<file path="src/include/nps_defs.svh">
// Command codes, status bits and bus timing counts for the NAND sequencer host
`ifndef NPS_DEFS_SVH
`define NPS_DEFS_SVH
`define NPS_CMD_SERIAL_IN 8'h80
`define NPS_CMD_PLANE2_IN 8'h81
`define NPS_CMD_RAND_IN 8'h85
`define NPS_CMD_REPROG 8'h8b
`define NPS_CMD_CONFIRM 8'h10
`define NPS_CMD_DUMMY 8'h11
`define NPS_CMD_CACHE 8'h15
`define NPS_CMD_CB_READ0 8'h00
`define NPS_CMD_CB_READ 8'h35
`define NPS_CMD_ERASE 8'h60
`define NPS_CMD_ERASE_GO 8'hd0
`define NPS_CMD_STATUS 8'h70
`define NPS_CMD_STATUS_ENH 8'h78
`define NPS_CMD_RESET 8'hff
`define NPS_ST_FAIL 0
`define NPS_ST_PREV_FAIL 1
`define NPS_ST_ARRAY_RDY 5
`define NPS_ST_CACHE_RDY 6
`define NPS_ST_RESET_VAL 8'he0
`define NPS_ADDR_CYCLES_FULL 3'd5
`define NPS_ADDR_CYCLES_ROW 3'd3
`define NPS_STROBE_NS 40
`define NPS_CLK_NS 20
`define NPS_STROBE_CYC ((`NPS_STROBE_NS + `NPS_CLK_NS - 1) / `NPS_CLK_NS)
`endif

</file>
<file path="src/include/nps_pkg.sv">
// Types shared by the NAND sequencer host
package nps_pkg;
  typedef enum logic [2:0] {
    NPS_OP_PROGRAM, NPS_OP_REPROGRAM, NPS_OP_CACHE, NPS_OP_COPYBACK, NPS_OP_ERASE,
    NPS_OP_STATUS, NPS_OP_STATUS_ENH, NPS_OP_RESET
  } nps_op_e;
  typedef struct packed {
    nps_op_e op;
    logic multi_plane;
    logic last_cache;
    logic [39:0] addr0;
    logic [39:0] addr1;
    logic [11:0] len;
  } nps_req_s;
  typedef struct packed {
    logic ale;
    logic cle;
    logic we_n;
    logic re_n;
    logic ce_n;
  } nps_ctl_s;
endpackage

</file>
<file path="src/rtl/nps_cycle.sv">
// One bus write or read cycle on the flash pins
`timescale 1ns/1ps
`default_nettype none
`include "nps_defs.svh"
module nps_cycle (
  input wire logic clk,
  input wire logic rst,
  input wire logic start,
  input wire logic is_read,
  output logic busy,
  output logic strobe_low,
  output logic done
);
  localparam logic [3:0] PHASE = 4'(`NPS_STROBE_CYC);
  logic [4:0] cnt_reg;
  logic act_reg;
  always_ff @(posedge clk) begin
    if (rst) begin
      act_reg <= 1'b0;
      cnt_reg <= 5'h0;
    end else if (start && !act_reg) begin
      act_reg <= 1'b1;
      cnt_reg <= 5'h0;
    end else if (act_reg) begin
      if (cnt_reg == {PHASE, 1'b0} - 5'h1) act_reg <= 1'b0;
      cnt_reg <= cnt_reg + 5'h1;
    end
  end
  assign busy = act_reg;
  assign strobe_low = act_reg && (cnt_reg < {1'b0, PHASE});
  assign done = act_reg && (cnt_reg == {PHASE, 1'b0} - 5'h1);
  a_cycle_len: assert property (@(posedge clk) disable iff (rst)
    (start && !act_reg) |=> act_reg [*4] ##1 !act_reg)
    else $error("bus cycle length wrong");
endmodule // nps_cycle
`default_nettype wire

</file>
<file path="src/rtl/nps_host.sv">
// Host sequencer issuing NAND program, erase and status command sequences
// Operation
// [RULE1] Host never repeats partial program of a page beyond the allowed count. The code still sends it and only raises ERROR.
// [RULE2] Host programs pages of a block in ascending order. The code also sends a lower page and only raises ERROR.
// [RULE3] Program opens with 80h, five address cycles, then data bytes.
// [RULE4] Confirm 10h starts programming only after serial data entry.
// [RULE5] Status read is accepted while programming runs.
// [RULE6] Command 85h with new column redirects the data loading.
// [RULE7] Re-program uses 8Bh, five address cycles, optional data, then 10h.
// [RULE8] Confirm 15h gives short cache busy, then frees the cache.
// [RULE9] During cache program status bit 6 shows cache ready.
// [RULE10] Status bit 5 shows array ready.
// [RULE11] After 15h ready, pass/fail covers the previous page only.
// [RULE12] Cache transfer waits for pending programming to finish.
// [RULE13] Host polls array ready until 1, then checks both fail flags.
// [RULE14] Copy-back reads with 35h, then 85h, address, data, 10h.
// [RULE15] Multi-plane: 80h page, 11h dummy busy, 81h page, 10h.
// [RULE16] Multi-plane addresses start with the first plane.
// [RULE17] Status 70h or 78h valid in dummy busy; 78h names plane. The code sends 78h with no address cycles.
// [RULE18] Multi-plane cache: bit 1 previous, bit 0 current result.
// [RULE19] A busy-pin-only host ends cache sequences with 10h.
// [RULE20] Multi-plane copy-back preceded by two single reads, same plane. The code issues one 00h/35h read, for addr0 only.
// [RULE21] Erase: 60h, three row cycles, D0h.
// [RULE22] During erase only status and reset are sent.
// [RULE23] Multi-plane erase: 60h twice, three cycles each, then D0h.
// [RULE24] Status bit 6 mirrors busy pin, bit 5 is idle flag.
// [RULE25] Reset FFh aborts operation and sets status to E0h.
// [RULE26] Busy pin low during any internal activity.
`timescale 1ns/1ps
`default_nettype none
`include "nps_defs.svh"
module nps_host #(
  parameter int unsigned MAX_PARTIAL = 4,
  parameter int unsigned LEN_W = 12
) (
  input wire logic CLK_SYS,
  input wire logic RST,
  input wire logic REQ_VALID,
  input wire nps_pkg::nps_req_s REQ,
  output logic REQ_READY,
  input wire logic WR_VALID,
  input wire logic [7:0] WR_DATA,
  output logic WR_READY,
  output logic DONE,
  output logic [7:0] STATUS,
  output logic ERROR,
  output var nps_pkg::nps_ctl_s CTL,
  output logic [7:0] IO_OUT,
  output logic IO_OE_N,
  input wire logic [7:0] IO_IN,
  input wire logic READY_BUSY_OUT_N
);
  typedef enum {
    S_IDLE, S_CMD, S_ADDR, S_DATA, S_WAIT, S_STATUS, S_STATUS_RD, S_DONE
  } nps_state_e;
  typedef enum logic [3:0] {
    P_SETUP, P_DUMMY, P_SETUP2, P_CONFIRM, P_CBREAD0, P_CBREAD, P_STAT, P_END
  } nps_phase_e;
  nps_state_e state_reg;
  nps_phase_e phase_reg;
  nps_pkg::nps_req_s req_reg;
  logic [7:0] cmd_reg;
  logic [2:0] acnt_reg;
  logic [LEN_W-1:0] dcnt_reg;
  logic second_reg;
  logic cyc_start, cyc_read, cyc_busy, cyc_low, cyc_done;
  logic rb_meta_reg, rb_sync_reg, rb_prev_reg;
  logic [7:0] io_meta_reg, io_sync_reg;
  logic [7:0] out_reg;
  logic ale_reg, cle_reg, oe_n_reg;
  logic [7:0] status_reg;
  logic [3:0] partial_reg;
  logic [39:0] last_page_reg;
  logic [1:0] wait_cnt_reg;

  function automatic logic [7:0] setup_cmd(input nps_pkg::nps_op_e op, input logic second);
    case (op)
      nps_pkg::NPS_OP_REPROGRAM: setup_cmd = `NPS_CMD_REPROG; // [RULE7]
      nps_pkg::NPS_OP_COPYBACK: setup_cmd = `NPS_CMD_RAND_IN; // [RULE14]
      nps_pkg::NPS_OP_ERASE: setup_cmd = `NPS_CMD_ERASE; // [RULE21] [RULE23]
      default: setup_cmd = second ? `NPS_CMD_PLANE2_IN : `NPS_CMD_SERIAL_IN; // [RULE3] [RULE15]
    endcase
  endfunction

  function automatic logic [7:0] confirm_cmd(input nps_pkg::nps_req_s r);
    if (r.op == nps_pkg::NPS_OP_ERASE) confirm_cmd = `NPS_CMD_ERASE_GO;
    else if (r.op == nps_pkg::NPS_OP_CACHE && !r.last_cache) confirm_cmd = `NPS_CMD_CACHE;
    else confirm_cmd = `NPS_CMD_CONFIRM; // [RULE19]
  endfunction

  // Pin inputs synchronised
  always_ff @(posedge CLK_SYS) begin
    if (RST) begin
      rb_meta_reg <= 1'b0;
      rb_sync_reg <= 1'b0;
      rb_prev_reg <= 1'b0;
      io_meta_reg <= 8'h00;
      io_sync_reg <= 8'h00;
    end else begin
      rb_meta_reg <= READY_BUSY_OUT_N;
      rb_sync_reg <= rb_meta_reg;
      rb_prev_reg <= rb_sync_reg;
      io_meta_reg <= IO_IN;
      io_sync_reg <= io_meta_reg;
    end
  end

  nps_cycle u_cycle (
    .clk(CLK_SYS),
    .rst(RST),
    .start(cyc_start),
    .is_read(cyc_read),
    .busy(cyc_busy),
    .strobe_low(cyc_low),
    .done(cyc_done)
  );

  logic multi;
  logic [2:0] addr_n;
  logic [39:0] cur_addr;
  assign multi = req_reg.multi_plane;
  assign addr_n = (req_reg.op == nps_pkg::NPS_OP_ERASE) ? `NPS_ADDR_CYCLES_ROW
                                                        : `NPS_ADDR_CYCLES_FULL;
  // Erase sends row bytes only, column ignored
  assign cur_addr = second_reg ? req_reg.addr1 : req_reg.addr0; // [RULE16]

  // Settle time so the synchronised busy pin reflects the last command
  always_ff @(posedge CLK_SYS) begin
    if (RST || state_reg != S_WAIT) wait_cnt_reg <= 2'h0;
    else if (wait_cnt_reg != 2'h3) wait_cnt_reg <= wait_cnt_reg + 2'h1;
  end

  // Main sequencer
  always_ff @(posedge CLK_SYS) begin
    if (RST) begin
      state_reg <= S_IDLE;
      phase_reg <= P_SETUP;
      req_reg <= '0;
      cmd_reg <= 8'h00;
      acnt_reg <= 3'h0;
      dcnt_reg <= '0;
      second_reg <= 1'b0;
    end else begin
      case (state_reg)
        S_IDLE: begin
          if (REQ_VALID) begin
            req_reg <= REQ;
            second_reg <= 1'b0;
            acnt_reg <= 3'h0;
            case (REQ.op)
              nps_pkg::NPS_OP_STATUS: begin
                cmd_reg <= `NPS_CMD_STATUS;
                phase_reg <= P_STAT;
              end
              nps_pkg::NPS_OP_STATUS_ENH: begin
                cmd_reg <= `NPS_CMD_STATUS_ENH; // [RULE17]
                phase_reg <= P_STAT;
              end
              nps_pkg::NPS_OP_RESET: begin
                cmd_reg <= `NPS_CMD_RESET; // [RULE25]
                phase_reg <= P_END;
              end
              nps_pkg::NPS_OP_COPYBACK: begin
                cmd_reg <= `NPS_CMD_CB_READ0; // [RULE14] [RULE20]
                phase_reg <= P_CBREAD0;
              end
              default: begin
                cmd_reg <= setup_cmd(REQ.op, 1'b0);
                phase_reg <= P_SETUP;
              end
            endcase
            state_reg <= S_CMD;
          end
        end
        S_CMD: if (cyc_done) begin
          case (phase_reg)
            P_SETUP, P_SETUP2, P_CBREAD0: begin
              acnt_reg <= 3'h0;
              state_reg <= S_ADDR;
            end
            P_STAT: state_reg <= S_STATUS_RD; // [RULE5]
            P_END: state_reg <= S_WAIT;
            default: state_reg <= S_WAIT; // Dummy, 35h, confirm all busy
          endcase
        end
        S_ADDR: if (cyc_done) begin
          acnt_reg <= acnt_reg + 3'h1;
          if (acnt_reg == addr_n - 3'h1) begin
            dcnt_reg <= '0;
            if (phase_reg == P_CBREAD0) begin
              cmd_reg <= `NPS_CMD_CB_READ;
              phase_reg <= P_CBREAD;
              state_reg <= S_CMD;
            end else if (req_reg.op == nps_pkg::NPS_OP_ERASE) begin
              if (multi && !second_reg) begin
                second_reg <= 1'b1; // No dummy busy between erase blocks
                cmd_reg <= `NPS_CMD_ERASE;
                phase_reg <= P_SETUP2;
                state_reg <= S_CMD; // [RULE23]
              end else begin
                cmd_reg <= `NPS_CMD_ERASE_GO;
                phase_reg <= P_CONFIRM;
                state_reg <= S_CMD; // [RULE21]
              end
            end else if (req_reg.len != '0) begin
              state_reg <= S_DATA; // [RULE3]
            end else begin
              cmd_reg <= (multi && !second_reg) ? `NPS_CMD_DUMMY : confirm_cmd(req_reg);
              phase_reg <= (multi && !second_reg) ? P_DUMMY : P_CONFIRM;
              state_reg <= S_CMD; // [RULE7]
            end
          end
        end
        S_DATA: if (cyc_done) begin
          dcnt_reg <= dcnt_reg + 1'b1;
          if (dcnt_reg == req_reg.len - 1'b1) begin
            cmd_reg <= (multi && !second_reg) ? `NPS_CMD_DUMMY : confirm_cmd(req_reg);
            phase_reg <= (multi && !second_reg) ? P_DUMMY : P_CONFIRM; // [RULE15]
            state_reg <= S_CMD; // [RULE4]
          end
        end
        S_WAIT: if (wait_cnt_reg == 2'h3 && rb_sync_reg && !cyc_busy) begin // [RULE26]
          case (phase_reg)
            P_CBREAD: begin
              cmd_reg <= `NPS_CMD_RAND_IN;
              phase_reg <= P_SETUP;
              acnt_reg <= 3'h0;
              state_reg <= S_CMD; // [RULE14]
            end
            P_DUMMY: begin
              second_reg <= 1'b1;
              cmd_reg <= setup_cmd(req_reg.op, 1'b1);
              phase_reg <= P_SETUP2;
              state_reg <= S_CMD; // [RULE15]
            end
            P_END: state_reg <= S_DONE;
            default: begin
              cmd_reg <= `NPS_CMD_STATUS; // [RULE13]
              phase_reg <= P_STAT;
              state_reg <= S_CMD;
            end
          endcase
        end
        S_STATUS_RD: if (cyc_done) begin
          if (req_reg.op == nps_pkg::NPS_OP_CACHE && req_reg.last_cache
              && !io_sync_reg[`NPS_ST_ARRAY_RDY]) begin
            cmd_reg <= `NPS_CMD_STATUS; // [RULE13] [RULE19]
            state_reg <= S_CMD;
          end else begin
            state_reg <= S_DONE;
          end
        end
        S_DONE: state_reg <= S_IDLE;
        default: state_reg <= S_IDLE;
      endcase
    end
  end

  assign cyc_read = (state_reg == S_STATUS_RD);
  assign cyc_start = !cyc_busy && !cyc_done &&
                     (state_reg == S_CMD || state_reg == S_ADDR ||
                      state_reg == S_STATUS_RD || (state_reg == S_DATA && WR_VALID));
  assign WR_READY = (state_reg == S_DATA) && !cyc_busy;
  assign REQ_READY = (state_reg == S_IDLE);

  // Pin drive registers
  always_ff @(posedge CLK_SYS) begin
    if (RST) begin
      out_reg <= 8'h00;
      cle_reg <= 1'b0;
      ale_reg <= 1'b0;
      oe_n_reg <= 1'b1;
    end else if (cyc_start) begin
      cle_reg <= (state_reg == S_CMD);
      ale_reg <= (state_reg == S_ADDR);
      oe_n_reg <= (state_reg == S_STATUS_RD);
      case (state_reg)
        S_CMD: out_reg <= cmd_reg;
        S_ADDR: out_reg <= (req_reg.op == nps_pkg::NPS_OP_ERASE) ?
                           cur_addr[8*acnt_reg+16 +: 8] : cur_addr[8*acnt_reg +: 8];
        default: out_reg <= WR_DATA; // [RULE6]
      endcase
    end else if (!cyc_busy) begin
      oe_n_reg <= 1'b1;
      cle_reg <= 1'b0;
      ale_reg <= 1'b0;
    end
  end

  // Status capture, reset value, partial and order bookkeeping
  always_ff @(posedge CLK_SYS) begin
    if (RST) begin
      status_reg <= `NPS_ST_RESET_VAL;
      partial_reg <= 4'h0;
      last_page_reg <= '0;
    end else if (state_reg == S_STATUS_RD && cyc_done) begin
      status_reg <= io_sync_reg; // [RULE9] [RULE10] [RULE11] [RULE18] [RULE24]
    end else if (state_reg == S_DONE && req_reg.op == nps_pkg::NPS_OP_RESET) begin
      status_reg <= `NPS_ST_RESET_VAL; // [RULE25]
    end else if (state_reg == S_IDLE && REQ_VALID) begin
      if (REQ.op == nps_pkg::NPS_OP_ERASE) partial_reg <= 4'h0;
      else if (REQ.op == nps_pkg::NPS_OP_PROGRAM) begin
        partial_reg <= (REQ.addr0[39:16] == last_page_reg[39:16]) ? partial_reg + 4'h1 : 4'h1;
        last_page_reg <= REQ.addr0;
      end
    end
  end

  logic err_reg;
  always_ff @(posedge CLK_SYS) begin
    if (RST) err_reg <= 1'b0;
    else if (state_reg == S_IDLE && REQ_VALID)
      err_reg <= (REQ.op == nps_pkg::NPS_OP_PROGRAM) && // [RULE1] [RULE2]
                 ((REQ.addr0[39:16] == last_page_reg[39:16] &&
                   partial_reg >= 4'(MAX_PARTIAL)) ||
                  (REQ.addr0[39:16] < last_page_reg[39:16] &&
                   REQ.addr0[39:22] == last_page_reg[39:22]));
  end

  assign DONE = (state_reg == S_DONE);
  assign STATUS = status_reg;
  assign ERROR = err_reg;
  assign IO_OUT = out_reg;
  assign IO_OE_N = oe_n_reg;
  assign CTL = '{ale: ale_reg, cle: cle_reg, we_n: !(cyc_low && !cyc_read),
                 re_n: !(cyc_low && cyc_read), ce_n: (state_reg == S_IDLE)};

  a_busy_wait: assert property (@(posedge CLK_SYS) disable iff (RST)
    (state_reg == S_WAIT && !rb_sync_reg) |=> state_reg == S_WAIT) // [RULE26]
    else $error("left wait while busy");
  a_reset_status: assert property (@(posedge CLK_SYS) disable iff (RST)
    (DONE && req_reg.op == nps_pkg::NPS_OP_RESET) |=> STATUS == 8'he0) // [RULE25]
    else $error("status not e0 after reset");
  a_erase_addr: assert property (@(posedge CLK_SYS) disable iff (RST)
    (state_reg == S_ADDR && req_reg.op == nps_pkg::NPS_OP_ERASE) |-> acnt_reg < 3'd3) // [RULE21]
    else $error("erase address too long");
  a_prog_addr: assert property (@(posedge CLK_SYS) disable iff (RST)
    (state_reg == S_ADDR && req_reg.op == nps_pkg::NPS_OP_PROGRAM) |-> acnt_reg < 3'd5) // [RULE3]
    else $error("program address too long");
  a_dummy_cmd: assert property (@(posedge CLK_SYS) disable iff (RST)
    (phase_reg == P_DUMMY && state_reg == S_CMD) |-> cmd_reg == 8'h11) // [RULE15]
    else $error("dummy confirm wrong");
  a_oe_read: assert property (@(posedge CLK_SYS) disable iff (RST)
    (!CTL.re_n) |-> IO_OE_N) // [RULE5]
    else $error("driving bus during read");
  a_cle_ale: assert property (@(posedge CLK_SYS) disable iff (RST)
    !(CTL.cle && CTL.ale)) // [RULE3]
    else $error("cle and ale together");
  a_confirm_data: assert property (@(posedge CLK_SYS) disable iff (RST)
    (state_reg == S_DATA && cyc_done && dcnt_reg == req_reg.len - 1'b1 && !multi)
    |=> cmd_reg == confirm_cmd(req_reg)) // [RULE4]
    else $error("confirm not after data");
endmodule // nps_host
`default_nettype wire

</file>
<file path="config.mk">
export PLATFORM = sky130hd
export DESIGN_NAME = nps_host
export DESIGN_NICKNAME = d
export VERILOG_FILES = /design/src/include/nps_pkg.sv /design/src/rtl/nps_cycle.sv /design/src/rtl/nps_host.sv
export VERILOG_INCLUDE_DIRS = /design/src /design/src/include
export SDC_FILE = /design/constraint.sdc
export NUM_CORES = 1
export LEC_CHECK = 0
export BUFFER_PORTS_ARGS = -buffer_cell sky130_fd_sc_hd__buf_2
export CAP_MARGIN = 20
export CORE_ASPECT_RATIO = 0.75
export CORE_MARGIN = 1.5
export CORE_UTILIZATION = 45
export CTS_BUF_LIST = sky130_fd_sc_hd__clkbuf_4
export CTS_CLUSTER_DIAMETER = 100
export DETAILED_ROUTE_END_ITERATION = 16
export GPL_ROUTABILITY_DRIVEN = 0
export PLACE_DENSITY_LB_ADDON = 0.2
export SYNTH_ARGS = -nofsm -noshare
export SYNTH_HDL_FRONTEND = slang
export SYNTH_SLANG_ARGS = --single-unit
</file>
<file path="constraint.sdc">
create_clock -name CLK_SYS -period 2.71 [get_ports CLK_SYS]
set_input_delay 0.542 -clock CLK_SYS [delete_from_list [all_inputs] [get_ports CLK_SYS]]
set_output_delay 0.542 -clock CLK_SYS [all_outputs]
set_load 0.05 [all_outputs]
</file>
# After elaboration in Yosys (flattened, before gate mapping)
# Cells that the tools add are included.
# totals
reg_bits	247
latch_bits	0
ramBits	0
romBits	0
in_bits	118
elab_cells	241
memories	0
# op_classes
n_addsub	8
multipliers	0
div_mod_pow	0
magnitude_cmp	3
eq_ne	53
n_shift	2
muxes	87
bitwise	3
reduce_logical	58
# ops
operator	count
$mux W32	8
$pmux W32 S6	1
$mux W8	18
$eq A32 B3 Y1 const B	4
$eq A32 B2 Y1 const B	3
$eq A32 B4 Y1 const B	2
$logic_not A32 Y1	2
$mux W4	12
$pmux W8 S3	2
$mux W40	1
$pmux W8 S5	1
$shiftx A40 B7 Y8	1
$shiftx A40 B8 Y8	1
$mux W12	3
$eq A32 B1 Y1 const B	1
$ne A32 B4 Y1 const B	1
$pmux W8 S2	2
$pmux W8 S4	1
$mux W3	10
$ne A2 B2 Y1 const B	15
$eq A24 B24 Y1	1
$lt A24 B24 Y1	1
$pmux W12 S2	1
$logic_and A1 B1 Y1	21
other kinds (50)	101

# Logic depth before layout (Yosys ltp)
# depth
ltp_word	10
ltp_mapped	10
mapped_depth_nobuf	9

# Modules after synthesis
# From an unflattened synthesis, not the netlist that was laid out.
# hier_totals
hier_cells	1240
area_unflattened_um2	9818.2
# by_module_without_submodules
module	n_inst	cells_each	area_each_um2	seq_area_each_um2
nps_host	1	1212	9552.9	3903.7
nps_cycle	1	28	265.3	120.1

# Worst setup path after synthesis
# No wires, ideal clock.
# synth_timing
path_kind	flip-flop to flip-flop
from	register state_reg[1]
to	register last_page_reg[20]
arrival_ps	3387
setup_slack_ps	-809
stages_incl_launch_ff	11
path_cell_list	dfxtp_1 > clkbuf_1 > nor3_1 > nand2_1 > or3_1 > clkbuf_1 > or2_2 > clkbuf_1 > clkbuf_1 > nand2_1 > a21oi_1
# synth_between
word_cells_on_any_way	9
# synth_lines
item	line_no	rtl
start, declared	nps_host.sv:59	nps_state_e state_reg;
start signal, assigned	nps_host.sv:136	state_reg <= S_IDLE;
start signal, assigned	nps_host.sv:172	state_reg <= S_CMD;
start signal, assigned	nps_host.sv:179	state_reg <= S_ADDR;
$logic_not A32 Y1	-	
net REQ_READY	nps_host.sv:40	output logic REQ_READY,
$logic_and A1 B1 Y1	nps_host.sv:300	end else if (state_reg == S_IDLE && REQ_VALID) begin
$reduce_and A5 Y1 (no source line)	-	
end signal, assigned	nps_host.sv:304	last_page_reg <= REQ.addr0;
end, declared	nps_host.sv:73	logic [39:0] last_page_reg;
# The timed path passes the listed nets, and every way through them passes these cells.
# A chain may end at the register's enable or synchronous reset.

# Worst setup path after layout
# layout_timing
from	register req_reg[1] in the netlist's numbering
to	register cmd_reg[6]
# layout_between
elab_chain_len	4
word_cells_on_any_way	6
# layout_rtl
item	line_no	rtl
start, declared	nps_host.sv:61	nps_pkg::nps_req_s req_reg;
start signal, assigned	nps_host.sv:138	req_reg <= '0;
start signal, assigned	nps_host.sv:147	req_reg <= REQ;
$sub A12 B1 Y12	nps_host.sv:216	if (dcnt_reg == req_reg.len - 1'b1) begin
$eq A12 B12 Y1	nps_host.sv:216	
$ne A2 B2 Y1 (no source line)	-	
$reduce_and A11 Y1 (no source line) *	-	
end signal, assigned	nps_host.sv:217	cmd_reg <= (multi && !second_reg) ? `NPS_CMD_DUMMY : confirm_cmd(req_reg);
end signal, assigned	nps_host.sv:225	cmd_reg <= `NPS_CMD_RAND_IN;
end signal, assigned	nps_host.sv:232	cmd_reg <= setup_cmd(req_reg.op, 1'b1);
end, declared	nps_host.sv:62	logic [7:0] cmd_reg;
# Every way passes the cells marked *; elsewhere a longest branch is shown, timed or not.

==> flow_summary.toml <==
[yosys]
synth_edf_count = 0
ys_ff_latch = 201
syn_area_sq_um = 9833
synth_area_per_cell_sq_um = 8.047
yosysWarnings = 0
seq_area_frac_synth_pct = 40.92
syn_nets = 1371
ys_types = 70
ys.flop_type = "dfxtp_1"
async_reset_ff_share_pct = 0
synth_cells = 1222

[clock_tree]
root_buffer = "clkbuf_4"
cts.sinks = 201
cts_tree = "yes"
cts_buffers = 52
h-tree-depth = 2
worstSkewPairLatency_ns = 0.66
cts_buffer_depth = 3
path_clk_slew_ns = 0.07

[detailed_routing]
drtIter0Drc = 892
viasPerCell = 5.414
drtAntennaViolNets = 0
drc = 0
routedWlPerCell_um = 16.27
vias = 9220
wirelength_um = 27700
dr.pass1.iters = 5

[timing]
tightest_slew_ns = 1.028
hold_viol = 0
finalCritPeriodShare_pct = 97.18
slew_headroom_pct = 31.47
setup_violations = 0
clock.fmax_ghz = 0.3797
finalCriticalPeriod_ns = 2.634
slew_violations = 0
fin_skew_ns = 0.06405

[critical_path]
r2r-start = "req_reg[1]"
start_kind = "register"
critPathMaxFanout = 4
crit_path_end_kind = "register"
max_stage_delay_ns = 0.49
cpMaxStageDelayCell = "or4b_4"
critPathLaunch = "req_reg[1]"
criticalPathCategory = "register to register"
worstPathCellList = "inv_2 -> ha_4 -> or4b_4 -> nor4_4 -> xnor2_1 -> o2111ai_2 -> nor4_4 -> buf_4 -> o21ai_4 -> buf_4 -> a211oi_1"
cp.arrival_ns = 3.19
reg2regPathDepth = 11
required_ns = 3.27

[hold_path]
hold-path-cell-count = 2
min_from = "IO_IN[3]"
hold_class = "input port to register"

[power_and_ir_drop]
p_leak_nw = 4.643
power.density_nw_per_um2 = 857.8
ir_worst_vdd_mv = 0.4473

[die]
ios = 144
dieWidth_um = 173.7
dieArea_sq_um = 22760
core_sq_um = 21300
num_rows = 46
dieHeight_um = 131.0
start_util_pct = 46.18

[global_routing]
grt_max_degree = 184
grt_pass1_vias = 8391
grtUsageTotal_pct = 24.08
grt_pass1_wl_um = 43950
grt-ovfl-total = 0
antenna_found_initial = 1

[final_layout]
largest_reg_flops = 96
nets = 1531
num_antenna_cells = 0
final_layout_size_suffix_gt1_share_pct = 22.83
final_cell_mix = "nand2_1 (288), dfxtp_1 (197), a21oi_1 (162)"
fin_util_pct = 55.03
fillCellCount = 2034
layout_commonest_cell = "nand2_1"
final_cells = 1703
area_delta_synth_final_pct = 19.18

[job]
cap_violations = 0

[placed_design]
hpwl_um = 19350
dpl.cell_count = 1614
io_buffers = 143

[run_status]
status = "finished, final reports clean"
-- cell usage after synthesis, drive strengths merged, types with 10 or more instances --
cell type	count	area, sq um
nand2	290	1089
dfxtp	201	4024
a21oi	164	820.8
clkbuf	65	244.0
nor2	63	244.0
inv	44	165.2
ha	31	387.9
o21ai	30	165.2
nor2b	28	175.2
nor3	26	130.1
a211oi	20	160.2
mux2i	18	180.2
buf	17	83.83
mux4	16	364.1
nand4	15	93.84
xor2	14	122.6
xnor2	13	113.9
nand3	12	60.06
and3	11	68.82
o22ai	10	62.56
-- repair_timing --
| action | CTS | global route |
|---|---|---|
| hold buffers | 0 | 0 |
| setup buffers | 0 | 2 |
| gates cloned | 0 | 0 |
| resized for setup | 4 | 22 |
| endpoints found under the setup margin | 2 | 25 |
| pin swaps | 0 | 6 |
-- through the flow --
step	hold WS (ns)	area, sq um	total power, mW	setup WS (ns)	TNS, ns
after floorplan	0.4138	9844	6.341	0.05462	0
after global placement	0.4150	10990	7.420	0.1218	0
after detailed placement	0.4252	10990	7.468	0.03433	0
after CTS	0.05059	11610	9.986	0.001605	0
after global routing	0.05392	11720	10.70	-0.02118	-0.05096
final	0.09345	11720	10.05	0.07645	0
-- layout make-up --
| type | count | area [sq um] | area share (%) |
|---|---|---|---|
| clock buffer | 74 | 555.5 | 4.741 |
| inverter | 44 | 165.2 | 1.409 |
| multi-input combinational | 895 | 5429 | 46.33 |
| timing repair buffer | 188 | 1125 | 9.599 |
| sequential | 201 | 4029 | 34.38 |
| tap | 288 | 360.3 | 3.075 |
| clock inverter | 13 | 55.05 | 0.4698 |
-- cells by family (layout without fill, tap and decap cells) --
logic type	after synthesis	in the layout	share of synthesized area (%)
AND/OR/NAND/NOR	502	502	23.21
adder cells (fa/ha/maj)	31	31	3.945
flip-flops	201	201	40.92
multiplexers	35	35	5.688
buffers and inverters	126	319	5.013
AO/OA/AOI/OAI	300	300	18.82
XOR/XNOR	27	27	2.405
-- report_power, final --
group | switching [mW] | leakage [nW] | internal, mW | total (mW)
Sequential | 0.370 | 1.64 | 3.43 | 3.80
Combinational | 2.30 | 2.64 | 1.48 | 3.77
Clock | 1.24 | 0.364 | 1.25 | 2.48
-- metal layers --
layer  track usage [%]  vias to the layer above  part of all wire [%]
li1                  -                     4591                     -
met1             35.38                     4293                    50
met2             34.68                      295                    41
met3             5.961                       39                   7.0
met4             7.049                        2                   1.8
met5                 0                        -                 0.043
-- critical path, delay by kind of cell, from the launching register on --
family                     cells  cell delay (ns)
and+or+nand+nor                3             1.02
xor gates and xnor gates       1             0.18
DFF                            1             0.32
AOI/OAI and AO/OA              3             0.51
buffers and inverters          3             0.43
adders and majority gates      1             0.13
-- worst paths after layout --
check	endpoint	slack [ns]
max	cmd_reg[6]	0.08
min reg2reg	io_sync_reg[5]	0.44
min	io_meta_reg[3]	0.09
max reg2reg	cmd_reg[6]	0.08
No activity file was read; power rests on OpenSTA's default activity.
